--- src/common/rtccv_defines.svh ---
`ifndef RTCCV_DEFINES_SVH
`define RTCCV_DEFINES_SVH

// register addresses on the plain port
`define RTCCV_ADDR_W        2
`define RTCCV_ADDR_CFG      2'h0
`define RTCCV_ADDR_VAL_LO   2'h1
`define RTCCV_ADDR_VAL_HI   2'h2

// config_calibration_reg fields
`define RTCCV_CFG_EN_BIT    15
`define RTCCV_CFG_WREN_BIT  13
`define RTCCV_CFG_HALF_BIT  11
`define RTCCV_CFG_OE_BIT    10
`define RTCCV_CFG_PTR_HI    9
`define RTCCV_CFG_PTR_LO    8
`define RTCCV_CFG_CAL_HI    7
`define RTCCV_CFG_RESET     16'h0000

// timing
`define RTCCV_CLK_HZ        20000000
`define RTCCV_HALF_SEC_MS   500
`define RTCCV_HALF_SEC_CYC  (`RTCCV_CLK_HZ / 1000 * `RTCCV_HALF_SEC_MS)
`define RTCCV_PRESC_W       24

// calendar reset values, bcd
`define RTCCV_SEC_RESET     7'h00
`define RTCCV_MIN_RESET     7'h00
`define RTCCV_HR_RESET      6'h00
`define RTCCV_WDAY_RESET    3'h0
`define RTCCV_DAY_RESET     6'h01
`define RTCCV_MTH_RESET     5'h01
`define RTCCV_YR_RESET      8'h00

// rollover limits, bcd
`define RTCCV_SEC_LAST      7'h59
`define RTCCV_MIN_LAST      7'h59
`define RTCCV_HR_LAST       6'h23
`define RTCCV_WDAY_LAST     3'h6
`define RTCCV_MTH_LAST      5'h12
`define RTCCV_YR_LAST       8'h99

`endif

--- src/common/rtccv_pkg.sv ---
package rtccv_pkg;

	// value_pointer selections
	typedef enum logic [1:0] {
		RTCCV_PTR_MINUTES_SECONDS_WORD = 2'h0,
		RTCCV_PTR_WDHR   = 2'h1,
		RTCCV_PTR_MTHDAY = 2'h2,
		RTCCV_PTR_YEAR   = 2'h3
	} rtccv_ptr_e;

	typedef logic [15:0] rtccv_word_t;

endpackage : rtccv_pkg

--- src/common/rtccv_val_if.sv ---
interface rtccv_val_if;
	logic                 en;
	logic                 wr_lo;
	logic                 wr_hi;
	logic                 half_clr;
	rtccv_pkg::rtccv_ptr_e ptr;
	logic [7:0]           wdata;
	logic                 half;
	rtccv_pkg::rtccv_word_t minutes_seconds_word;
	rtccv_pkg::rtccv_word_t wdhr;
	rtccv_pkg::rtccv_word_t mthday;
	rtccv_pkg::rtccv_word_t year;

	modport ctl  (output en, wr_lo, wr_hi, half_clr, ptr, wdata,
	              input  half, minutes_seconds_word, wdhr, mthday, year);
	modport core (input  en, wr_lo, wr_hi, half_clr, ptr, wdata,
	              output half, minutes_seconds_word, wdhr, mthday, year);
endinterface : rtccv_val_if

--- src/rtccv_time_core.sv ---
`include "rtccv_defines.svh"

module rtccv_time_core #(
	parameter int unsigned HALF_SEC_CYC = `RTCCV_HALF_SEC_CYC
) (
	// clock and power-on reset
	input  wire logic clk_sys_in,
	input  wire logic rst_b_in,
	// value access from the control side
	rtccv_val_if.core val_if
);

	localparam logic [`RTCCV_PRESC_W-1:0] HALF_M1 = `RTCCV_PRESC_W'(HALF_SEC_CYC - 1);

	logic [`RTCCV_PRESC_W-1:0] presc_r, presc_nxt;
	logic                      half_r,  half_nxt;
	logic [6:0]                sec_r,   sec_nxt;
	logic [6:0]                min_r,   min_nxt;
	logic [5:0]                hr_r,    hr_nxt;
	logic [2:0]                wday_r,  wday_nxt;
	logic [5:0]                day_r,   day_nxt;
	logic [4:0]                mth_r,   mth_nxt;
	logic [7:0]                yr_r,    yr_nxt;
	logic [7:0]                sec_inc, min_inc, hr_inc, day_inc, mth_inc, yr_inc;
	logic [5:0]                mlen;
	logic                      leap;
	logic                      tick;

	function automatic logic [7:0] bcd_inc(input logic [7:0] v);
		return (v[3:0] == 4'h9) ? {v[7:4] + 4'h1, 4'h0} : {v[7:4], v[3:0] + 4'h1};
	endfunction : bcd_inc

	always_comb begin
		presc_nxt = presc_r;
		half_nxt  = half_r;
		sec_nxt   = sec_r;
		min_nxt   = min_r;
		hr_nxt    = hr_r;
		wday_nxt  = wday_r;
		day_nxt   = day_r;
		mth_nxt   = mth_r;
		yr_nxt    = yr_r;
		tick      = 1'b0;
		sec_inc   = bcd_inc({1'b0, sec_r});
		min_inc   = bcd_inc({1'b0, min_r});
		hr_inc    = bcd_inc({2'h0, hr_r});
		day_inc   = bcd_inc({2'h0, day_r});
		mth_inc   = bcd_inc({3'h0, mth_r});
		yr_inc    = bcd_inc(yr_r);
		leap      = yr_r[4] ? (yr_r[3:0] == 4'h2 || yr_r[3:0] == 4'h6) :
		            (yr_r[3:0] == 4'h0 || yr_r[3:0] == 4'h4 || yr_r[3:0] == 4'h8);
		unique case (mth_r)
			5'h02:                      mlen = leap ? 6'h29 : 6'h28;
			5'h04, 5'h06, 5'h09, 5'h11: mlen = 6'h30;
			default:                    mlen = 6'h31;
		endcase
		// counters hold while the clock is disabled
		if (val_if.en) begin
			if (presc_r >= HALF_M1) begin
				presc_nxt = '0;
				half_nxt  = ~half_r;
				tick      = half_r;
			end else begin
				presc_nxt = presc_r + `RTCCV_PRESC_W'(1);
			end
		end
		if (tick) begin
			if (sec_r == `RTCCV_SEC_LAST) begin
				sec_nxt = '0;
				if (min_r == `RTCCV_MIN_LAST) begin
					min_nxt = '0;
					if (hr_r == `RTCCV_HR_LAST) begin
						hr_nxt   = '0;
						wday_nxt = (wday_r == `RTCCV_WDAY_LAST) ? 3'h0 : wday_r + 3'h1;
						if (day_r >= mlen) begin
							day_nxt = `RTCCV_DAY_RESET;
							if (mth_r == `RTCCV_MTH_LAST) begin
								mth_nxt = `RTCCV_MTH_RESET;
								yr_nxt  = (yr_r == `RTCCV_YR_LAST) ? 8'h00 : yr_inc;
							end else begin
								mth_nxt = mth_inc[4:0];
							end
						end else begin
							day_nxt = day_inc[5:0];
						end
					end else begin
						hr_nxt = hr_inc[5:0];
					end
				end else begin
					min_nxt = min_inc[6:0];
				end
			end else begin
				sec_nxt = sec_inc[6:0];
			end
		end
		// restart the second so software sets seconds on a clean boundary
		if (val_if.half_clr) begin
			presc_nxt = '0;
			half_nxt  = 1'b0;
		end
		// software writes win over the running count
		if (val_if.wr_lo) begin
			unique case (val_if.ptr)
				rtccv_pkg::RTCCV_PTR_MINUTES_SECONDS_WORD: sec_nxt = val_if.wdata[6:0];
				rtccv_pkg::RTCCV_PTR_WDHR:   hr_nxt  = val_if.wdata[5:0];
				rtccv_pkg::RTCCV_PTR_MTHDAY: day_nxt = val_if.wdata[5:0];
				rtccv_pkg::RTCCV_PTR_YEAR:   yr_nxt  = val_if.wdata;
			endcase
		end
		if (val_if.wr_hi) begin
			unique case (val_if.ptr)
				rtccv_pkg::RTCCV_PTR_MINUTES_SECONDS_WORD: min_nxt  = val_if.wdata[6:0];
				rtccv_pkg::RTCCV_PTR_WDHR:   wday_nxt = val_if.wdata[2:0];
				rtccv_pkg::RTCCV_PTR_MTHDAY: mth_nxt  = val_if.wdata[4:0];
				// no upper year byte; a same-cycle rollover must not be lost
				rtccv_pkg::RTCCV_PTR_YEAR:   begin end
			endcase
		end
	end

	always_ff @(posedge clk_sys_in or negedge rst_b_in) begin
		if (!rst_b_in) begin
			presc_r <= '0;
			half_r  <= 1'b0;
			sec_r   <= `RTCCV_SEC_RESET;
			min_r   <= `RTCCV_MIN_RESET;
			hr_r    <= `RTCCV_HR_RESET;
			wday_r  <= `RTCCV_WDAY_RESET;
			day_r   <= `RTCCV_DAY_RESET;
			mth_r   <= `RTCCV_MTH_RESET;
			yr_r    <= `RTCCV_YR_RESET;
		end else begin
			presc_r <= presc_nxt;
			half_r  <= half_nxt;
			sec_r   <= sec_nxt;
			min_r   <= min_nxt;
			hr_r    <= hr_nxt;
			wday_r  <= wday_nxt;
			day_r   <= day_nxt;
			mth_r   <= mth_nxt;
			yr_r    <= yr_nxt;
		end
	end

	assign val_if.half   = half_r;
	assign val_if.minutes_seconds_word = {1'b0, min_r, 1'b0, sec_r};
	assign val_if.wdhr   = {5'h00, wday_r, 2'h0, hr_r};
	assign val_if.mthday = {3'h0, mth_r, 2'h0, day_r};
	assign val_if.year   = {8'h00, yr_r};

endmodule : rtccv_time_core

--- src/rtccv_top.sv ---
// What this block does
// - value words take software writes while the write unlock bit is set.
// - with the unlock bit clear, value word writes are dropped, contents kept.
// - clock enable bit changes only while the write unlock bit is one.
// - config register clears only on power-on reset, never on soft reset.
// - half-second flag is read-only, high in second half, cleared by seconds write.
// - year word bits 7..4 hold the year tens digit in bcd.
// - year word bits 3..0 hold year ones digit; upper byte reads zero.
// - year word takes writes only while the unlock bit is one.
// - pointer value 10 shows month in high byte, day in low byte.
`include "rtccv_defines.svh"

module rtccv_top #(
	parameter int unsigned HALF_SEC_CYC = `RTCCV_HALF_SEC_CYC
) (
	// clock and resets
	input  wire logic                     clk_sys_in,
	input  wire logic                     rst_b_in,
	input  wire logic                     soft_rst_in,
	// register port
	input  wire logic [`RTCCV_ADDR_W-1:0] reg_addr_in,
	input  wire logic [15:0]              reg_wdata_in,
	input  wire logic                     reg_wr_in,
	input  wire logic                     reg_rd_in,
	output logic      [15:0]              reg_rdata_out,
	// status to the surrounding chip
	output logic                          clock_enable_out,
	output logic                          clock_output_enable_out
);

	rtccv_val_if val_if ();

	logic                  clock_enable_bit_r,   clock_enable_bit_nxt;
	logic                  value_write_unlock_r, value_write_unlock_nxt;
	logic                  clock_output_enable_r, clock_output_enable_nxt;
	rtccv_pkg::rtccv_ptr_e value_pointer_r,      value_pointer_nxt;
	logic [7:0]            cal_r,                cal_nxt;
	logic [15:0]           rdata_r,              rdata_nxt;
	logic                  cfg_wr;
	logic                  hi_acc;
	logic [15:0]           window;
	logic [15:0]           cfg_view;

	rtccv_time_core #(
		.HALF_SEC_CYC (HALF_SEC_CYC)
	) u_core (
		.clk_sys_in (clk_sys_in),
		.rst_b_in   (rst_b_in),
		.val_if     (val_if.core)
	);

	always_comb begin
		cfg_wr = reg_wr_in && (reg_addr_in == `RTCCV_ADDR_CFG);
		hi_acc = (reg_wr_in || reg_rd_in) && (reg_addr_in == `RTCCV_ADDR_VAL_HI);
		unique case (value_pointer_r)
			rtccv_pkg::RTCCV_PTR_MINUTES_SECONDS_WORD: window = val_if.minutes_seconds_word;
			rtccv_pkg::RTCCV_PTR_WDHR:   window = val_if.wdhr;
			rtccv_pkg::RTCCV_PTR_MTHDAY: window = val_if.mthday;
			rtccv_pkg::RTCCV_PTR_YEAR:   window = val_if.year;
		endcase
		// sync flag not modelled, reads zero
		cfg_view = {clock_enable_bit_r, 1'b0, value_write_unlock_r, 1'b0,
		            val_if.half, clock_output_enable_r, value_pointer_r, cal_r};

		clock_enable_bit_nxt    = clock_enable_bit_r;
		value_write_unlock_nxt  = value_write_unlock_r;
		clock_output_enable_nxt = clock_output_enable_r;
		value_pointer_nxt       = value_pointer_r;
		cal_nxt                 = cal_r;
		if (cfg_wr) begin
			value_write_unlock_nxt  = reg_wdata_in[`RTCCV_CFG_WREN_BIT];
			clock_output_enable_nxt = reg_wdata_in[`RTCCV_CFG_OE_BIT];
			value_pointer_nxt       = rtccv_pkg::rtccv_ptr_e'(
				reg_wdata_in[`RTCCV_CFG_PTR_HI:`RTCCV_CFG_PTR_LO]);
			cal_nxt                 = reg_wdata_in[`RTCCV_CFG_CAL_HI:0];
			// lock state before this write decides
			if (value_write_unlock_r) begin
				clock_enable_bit_nxt = reg_wdata_in[`RTCCV_CFG_EN_BIT];
			end
		end
		// pointer walks down and parks at the seconds word
		if (hi_acc && value_pointer_r != rtccv_pkg::RTCCV_PTR_MINUTES_SECONDS_WORD) begin
			value_pointer_nxt = rtccv_pkg::rtccv_ptr_e'(value_pointer_r - 2'h1);
		end

		// read data stand for one cycle only
		rdata_nxt = 16'h0000;
		if (reg_rd_in) begin
			unique case (reg_addr_in)
				`RTCCV_ADDR_CFG:    rdata_nxt = cfg_view;
				`RTCCV_ADDR_VAL_LO: rdata_nxt = {8'h00, window[7:0]};
				`RTCCV_ADDR_VAL_HI: rdata_nxt = {8'h00, window[15:8]};
				default:            rdata_nxt = 16'h0000;
			endcase
		end
		if (soft_rst_in) begin
			rdata_nxt = 16'h0000;
		end
	end

	// value access to the core; value writes gated by the lock, half clear is not
	assign val_if.en       = clock_enable_bit_r;
	assign val_if.ptr      = value_pointer_r;
	assign val_if.wdata    = reg_wdata_in[7:0];
	assign val_if.wr_lo    = reg_wr_in && (reg_addr_in == `RTCCV_ADDR_VAL_LO)
	                         && value_write_unlock_r;
	assign val_if.wr_hi    = reg_wr_in && (reg_addr_in == `RTCCV_ADDR_VAL_HI)
	                         && value_write_unlock_r;
	assign val_if.half_clr = reg_wr_in && (reg_addr_in == `RTCCV_ADDR_VAL_LO)
	                         && (value_pointer_r == rtccv_pkg::RTCCV_PTR_MINUTES_SECONDS_WORD);

	// soft reset deliberately absent: settings survive everything but power-on
	always_ff @(posedge clk_sys_in or negedge rst_b_in) begin
		if (!rst_b_in) begin
			clock_enable_bit_r    <= 1'(`RTCCV_CFG_RESET >> `RTCCV_CFG_EN_BIT);
			value_write_unlock_r  <= 1'b0;
			clock_output_enable_r <= 1'b0;
			value_pointer_r       <= rtccv_pkg::RTCCV_PTR_MINUTES_SECONDS_WORD;
			cal_r                 <= 8'h00;
			rdata_r               <= 16'h0000;
		end else begin
			clock_enable_bit_r    <= clock_enable_bit_nxt;
			value_write_unlock_r  <= value_write_unlock_nxt;
			clock_output_enable_r <= clock_output_enable_nxt;
			value_pointer_r       <= value_pointer_nxt;
			cal_r                 <= cal_nxt;
			rdata_r               <= rdata_nxt;
		end
	end

	assign reg_rdata_out           = rdata_r;
	assign clock_enable_out        = clock_enable_bit_r;
	assign clock_output_enable_out = clock_output_enable_r;

endmodule : rtccv_top

--- config.mk ---
export PLATFORM = sky130hd
export DESIGN_NAME = rtccv_top
export DESIGN_NICKNAME = d
export VERILOG_FILES = /design/src/common/rtccv_pkg.sv /design/src/common/rtccv_val_if.sv /design/src/rtccv_time_core.sv /design/src/rtccv_top.sv
export VERILOG_INCLUDE_DIRS = /design/src /design/src/common
export SDC_FILE = /design/constraint.sdc
export NUM_CORES = 1
export LEC_CHECK = 0
export BUFFER_PORTS_ARGS = -buffer_cell sky130_fd_sc_hd__buf_2
export CAP_MARGIN = 40
export CORE_UTILIZATION = 35
export CTS_BUF_LIST = sky130_fd_sc_hd__clkbuf_8
export DETAILED_ROUTE_END_ITERATION = 16
export GPL_ROUTABILITY_DRIVEN = 1
export GPL_TIMING_DRIVEN = 0
export PLACE_DENSITY_LB_ADDON = 0.08
export SYNTH_ARGS = -nofsm -noshare
export SYNTH_HDL_FRONTEND = slang
export SYNTH_SLANG_ARGS = --single-unit
export TNS_END_PERCENT = 50
--- constraint.sdc ---
create_clock -name clk_sys_in -period 8.2 [get_ports clk_sys_in]
set_clock_uncertainty 0.05 [all_clocks]
set_input_delay 0.82 -clock clk_sys_in [delete_from_list [all_inputs] [get_ports clk_sys_in]]
set_output_delay 0.82 -clock clk_sys_in [all_outputs]
set_load 0.01 [all_outputs]
-- Word level (Yosys, flattened, before mapping)
Index checks and enable logic that the tools add are counted.
- flip-flop bits (word level): 96
- input bits: 23
- multiplexer cells: 69
- $add $sub $neg: 15
- $lt $le $gt $ge: 2
- bitwise operators: 1
- reductions and logical operators: 22
- equality and inequality tests: 26
- operator list (kind ; number):
    2-to-1 mux 6 bit ; 15
    2-to-1 mux 8 bit ; 10
    2-to-1 mux 7 bit ; 11
    2-to-1 mux 24 bit ; 3
    one-hot mux 16 bit (4 select lines) ; 1
    one-hot mux 16 bit (3 select lines) ; 1
    2-to-1 mux 5 bit ; 9
    2-to-1 mux 16 bit ; 2
    adder 4 x 1 -> 4 bit (second input constant) ; 7
    equality test 4 bit (second input constant) ; 7
    adder 24 x 1 -> 24 bit (second input constant) ; 1
    greater-or-equal comparator 24 bit (second input constant) ; 1
    2-to-1 mux 3 bit ; 7
    equality test 7 bit (second input constant) ; 2
    one-hot mux 6 bit (2 select lines) ; 1
    equality test 5 x 3 -> 1 bit (second input constant) ; 2
    equality test 5 bit (second input constant) ; 2
    adder 3 x 1 -> 3 bit (second input constant) ; 3
    equality test 4 x 3 -> 1 bit (second input constant) ; 2
    equality test 8 bit (second input constant) ; 1
    logical AND 1 bit ; 8
    nonzero test 2 bit ; 4
    2-to-1 mux 1 bit ; 7
    equality test 2 bit (second input constant) ; 3
    17 further kinds ; 25

-- Longest topological paths before layout
- depth after elaboration: 14
- mapped depth: 14

-- Hierarchy
A second synthesis with hierarchy kept.
- cell total of the unflattened synthesis: 688
- area, all modules: 6068.3 um^2
- by module, submodules not included (module ; area an instance (um^2) ; cells an instance ; sequential area each (um^2) ; times used):
    rtccv_time_core ; 4469.3 ; 532 ; 1679.1 ; 1
    rtccv_top ; 1599.0 ; 156 ; 675.6 ; 1

-- Worst setup path after synthesis
Ideal clock, no wire load.
- path type: reg2reg
- start: reg u_core.mth_r[0]
- end: reg u_core.yr_r[6]
- cell stages (with the launch flop): 12
- arrival: 2742 ps
- period minus slack after synthesis: 2874 ps
- path slack: 5326 ps
- required time: 8068 ps
- cell sequence: dfstp_2 clkbuf_1 nor3_1 nor3b_1 ha_1 nand3_1 o22ai_2 and3_1 buf_4 o2111ai_4 or4_1 a31oi_1
- longest elaborated chain between the ends: 11
- elaborated cells on any way between the ends: 17
- classes of those cells: order compare: 1; eq/ne: 6; mux: 9; reduce/logical: 1
- RTL lines (what ; RTL line ; source):
    from (decl) ; rtccv_time_core.sv:22 ; logic [4:0] mth_r, mth_nxt;
    from (signal assigned) ; rtccv_time_core.sv:130 ; mth_r <= `RTCCV_MTH_RESET;
    from (signal assigned) ; rtccv_time_core.sv:140 ; mth_r <= mth_nxt;
    equality test 5 x 3 -> 1 bit (tied with other cells) ; rtccv_time_core.sv:52 ; unique case (mth_r)
    OR reduction 4 bit ; rtccv_time_core.sv:52 ;
    one-hot mux 6 bit (2 select lines) ; rtccv_time_core.sv:52 ;
    greater-or-equal comparator 6 bit ; rtccv_time_core.sv:75 ; if (day_r >= mlen) begin
    2-to-1 mux 8 bit (*) ; rtccv_time_core.sv:75 ;
    2-to-1 mux 8 bit (*) ; rtccv_time_core.sv:72 ; if (hr_r == `RTCCV_HR_LAST) begin
    2-to-1 mux 8 bit (*) ; rtccv_time_core.sv:70 ; if (min_r == `RTCCV_MIN_LAST) begin
    2-to-1 mux 8 bit (*) ; rtccv_time_core.sv:68 ; if (sec_r == `RTCCV_SEC_LAST) begin
    2-to-1 mux 8 bit (*) ; rtccv_time_core.sv:67 ; if (tick) begin
    2-to-1 mux 8 bit ; rtccv_time_core.sv:103 ; unique case (val_if.ptr)
    2-to-1 mux 8 bit (*) ; rtccv_time_core.sv:102 ; if (val_if.wr_lo) begin
    net u_core.yr_nxt[6] ; rtccv_time_core.sv:23 ; logic [7:0] yr_r, yr_nxt;
    to (signal assigned) ; rtccv_time_core.sv:131 ; yr_r <= `RTCCV_YR_RESET;
    to (signal assigned) ; rtccv_time_core.sv:141 ; yr_r <= yr_nxt;
    to (decl) ; rtccv_time_core.sv:23 ;
Mark *: on every way through the listed nets, which the timed path passes. The rest lies on a longest branch.
A chain may end at the register's enable or synchronous reset.

-- Worst setup path in the final report
Same ends and word-level chain as after synthesis.

==> impl_metrics.toml <==
[routing]
wl_um = 16510
drc_errors = 0
post_drt_wl_per_cell_um = 18.08
dr.pass1.iters = 11
drt_iter0_drc = 440
num_vias = 5088
drtAntennaViolNets = 0
vias_per_cell = 5.573

[layout]
layout_commonest_cell = "dfrtp_1"
layout_common_cells = "dfrtp_1, nor2_1, nand2_1"
diodes = 0
nets = 738
fin_cells = 913
drive_above_1_share_pct = 12.34
fin_util_pct = 40.12
areaGrowthSynthToFinish_pct = 11.02

[worst_setup_path]
cp-end-kind = "register"
cp.depth = 11
critPathKind = "register to register"
cp-start-kind = "register"
crit_chain = "clkbuf_1 > nor3_1 > nor3b_1 > ha_1 > nand3_1 > o22ai_2 > and3_1 > buf_4 > o2111ai_4 > or4_1 > a31oi_1"
slowest_stage = "dfstp_2"
cp_max_fo = 10
r2r_slack_ns = 4.89
worst-path-buf-inv = 2
required_ns = 8.47
startpoint = "u_core.mth_r[0]"
rr_worst_depth = 11
slowest_delay_ns = 0.52
r2r-start = "u_core.mth_r[0]"
timing.critical_path.max_delay_family = "simple AND/OR/NAND/NOR gates"
setup.worst_path.end = "u_core.yr_r[6]"
crit_arrival_ns = 3.58
rr_endpoint = "u_core.yr_r[6]"

[global_route]
track_usage_pct = 20.46
grt_max_degree = 60
grt_first_pass_wirelength_um = 25960
grt-ovfl-total = 0
grt_pass1_vias = 4795
antenna_found_initial = 0

[timing]
setup_tns_ns = 0
layout_min_cycle_time_ns = 3.313
period_share_pct = 40.40
drv_slew = 0
clock.fmax_ghz = 0.3018
hold_viol_final = 0
worst_pin_slew_ns = 0.8076
max-slew-margin-rel_pct = 46.05
setup_violations = 0
fin_hold_ws_ns = 0.3407
grt_setup_unrepaired = "no"

[clock_tree]
cts_sinks = 94
cts_hold_buf = 0
cts_resized = 0
htree_num_levels = 3
cts_buffers = 9
clk_latency_ns = 0.39
cts_setup_buffers = 0
path_clk_slew_ns = 0.10
cts_buffer_depth = 2
cts_tree = "yes"
cts_root_buf = "clkbuf_8"

[logic_synthesis]
synth_area_per_cell_sq_um = 8.969
synth_top_area_share_pct = 39.67
synth_seq_area_share_pct = 40.58
async_reset_ff_share_pct = 100.0
ys_types = 72
synth_area_leader_cell = "dfrtp_1"
synth-edff-count = 0
synth_ff_type = "dfrtp_1"
syn_area_sq_um = 5803
post_synth_inst_count = 647
synth_warnings = 0
synth_area_leaders = "dfrtp_1, nor2_1, ha_1"
synth-seq-cells = 94

[die]
fp.dieH_um = 130.8
initial_core_util_pct = 36.14
fp.dieW_um = 130.8
dieArea_sq_um = 17100
num_rows = 46
core_sq_um = 16060
io_pins = 41

[power_and_ir_drop]
design_power_total_mw = 1.647
leakagePower_nw = 2.767
ir_worst_vdd_uv = 104.6
power_density_nw_per_um2 = 255.7

[placement]
portBuffers = 32
gp_congestion = 0.8302
dpl.hpwl_um = 12030
dp.cells = 897

[job]
cap_violations = 0

[hold_path]
worstHoldPathType = "input pin to asynchronous set/reset pin"

[run_status]
status = "completed"
==> area by class of cell <==
type	instances	area, sq um
Tap cell	216	270.3
Fill cell	1633	9615
Clock buffer	10	137.6
Timing Repair Buffer	33	190.2
Buffer	38	197.7
Inverter	30	112.6
Multi-Input combinational cell	486	3142
Sequential cell	94	2355
Clock inverter	6	37.54
==> worst reg2reg max path, cell delays in order, from the launching register on <==
cell and delay (ns):
dfstp_2 0.52, clkbuf_1 0.38, nor3_1 0.13, nor3b_1 0.18
ha_1 0.32, nand3_1 0.09, o22ai_2 0.37, and3_1 0.22
buf_4 0.15, o2111ai_4 0.18, or4_1 0.50, a31oi_1 0.17
==> synth_stat cells (3+ instances only) <==
cell	n
nand4b_1	3
nand2b_1	14
a22oi_1	4
and2_1	10
nor2b_1	11
nand2_1	41
o22ai_1	6
buf_6	5
nand3_1	28
nor4_1	3
buf_4	3
a222oi_1	6
a211o_1	3
and3_1	6
a21oi_1	26
o2111ai_1	5
buf_2	4
a221oi_1	5
nor3b_1	3
xnor2_1	7
xor2_1	20
clkbuf_1	23
mux2_2	12
nand3b_1	6
and4_1	3
or3_1	14
a31oi_1	32
inv_1	30
dfrtp_1	92
nand4_1	13
nor3_1	10
or4_1	11
nor2_1	86
ha_1	23
o211ai_1	8
o21ai_0	29
==> through the flow <==
stage	setup slack (ns)	instance area (sq um)
final	4.887	6442
after detailed placement	4.874	6267
after global placement	4.884	6237
after global routing	4.591	6442
after floorplan	5.326	5807
after CTS	4.854	6442
==> per-layer routing <==
metal / vias up / GRT usage (%) / part of all wire [%]
met2: 152 / 32.28 / 45
met3: 38 / 4.072 / 5.1
li1: 2421 / - / -
met1: 2477 / 27.31 / 46
met5: - / 0 / 0
met4: 0 / 8.587 / 3.1
==> state kept, by name (all words and copies together), names as in the netlist, 3 cells and up <==
signal / flops
u_core.sec_r: 7
u_core.yr_r: 8
reg_rdata_out: 14
cal_r: 8
u_core.presc_r: 24
u_core.mth_r: 5
u_core.hr_r: 6
u_core.wday_r: 3
u_core.day_r: 6
u_core.min_r: 7
==> cell families after synthesis <==
family	count (synthesis)	synth area share (%)
buffers and inverters	68	5.347
other	1	0.06462
AOI/OAI and AO/OA	145	17.29
and+or+nand+nor	275	25.01
muxes	14	2.674
xor gates and xnor gates	27	4.075
adders and majority gates	23	4.959
DFF	94	40.58
==> worst min path at each step <==
stage | from | end | slack, ns | cells after the start
6_report | rst_b_in | u_core.presc_r[3] | 0.34 | 1
5_1_grt | rst_b_in | u_core.presc_r[3] | 0.36 | 1
4_1_cts | rst_b_in | u_core.presc_r[3] | 0.35 | 1
3_5_place_dp | cal_r[6] | cal_r[6] | 0.45 | 1
3_3_place_gp | clock_output_enable_out | reg_rdata_out[10] | 0.44 | 1
2_1_floorplan | cal_r[0] | cal_r[0] | 0.43 | 1
==> report_power, final <==
part	switching, mW	leakage, nW	internal [mW]
sequential	0.158	1.12	0.585
combinational	0.358	1.55	0.254
clock	0.174	0.0953	0.118
(Power assumes the default switching activity.)
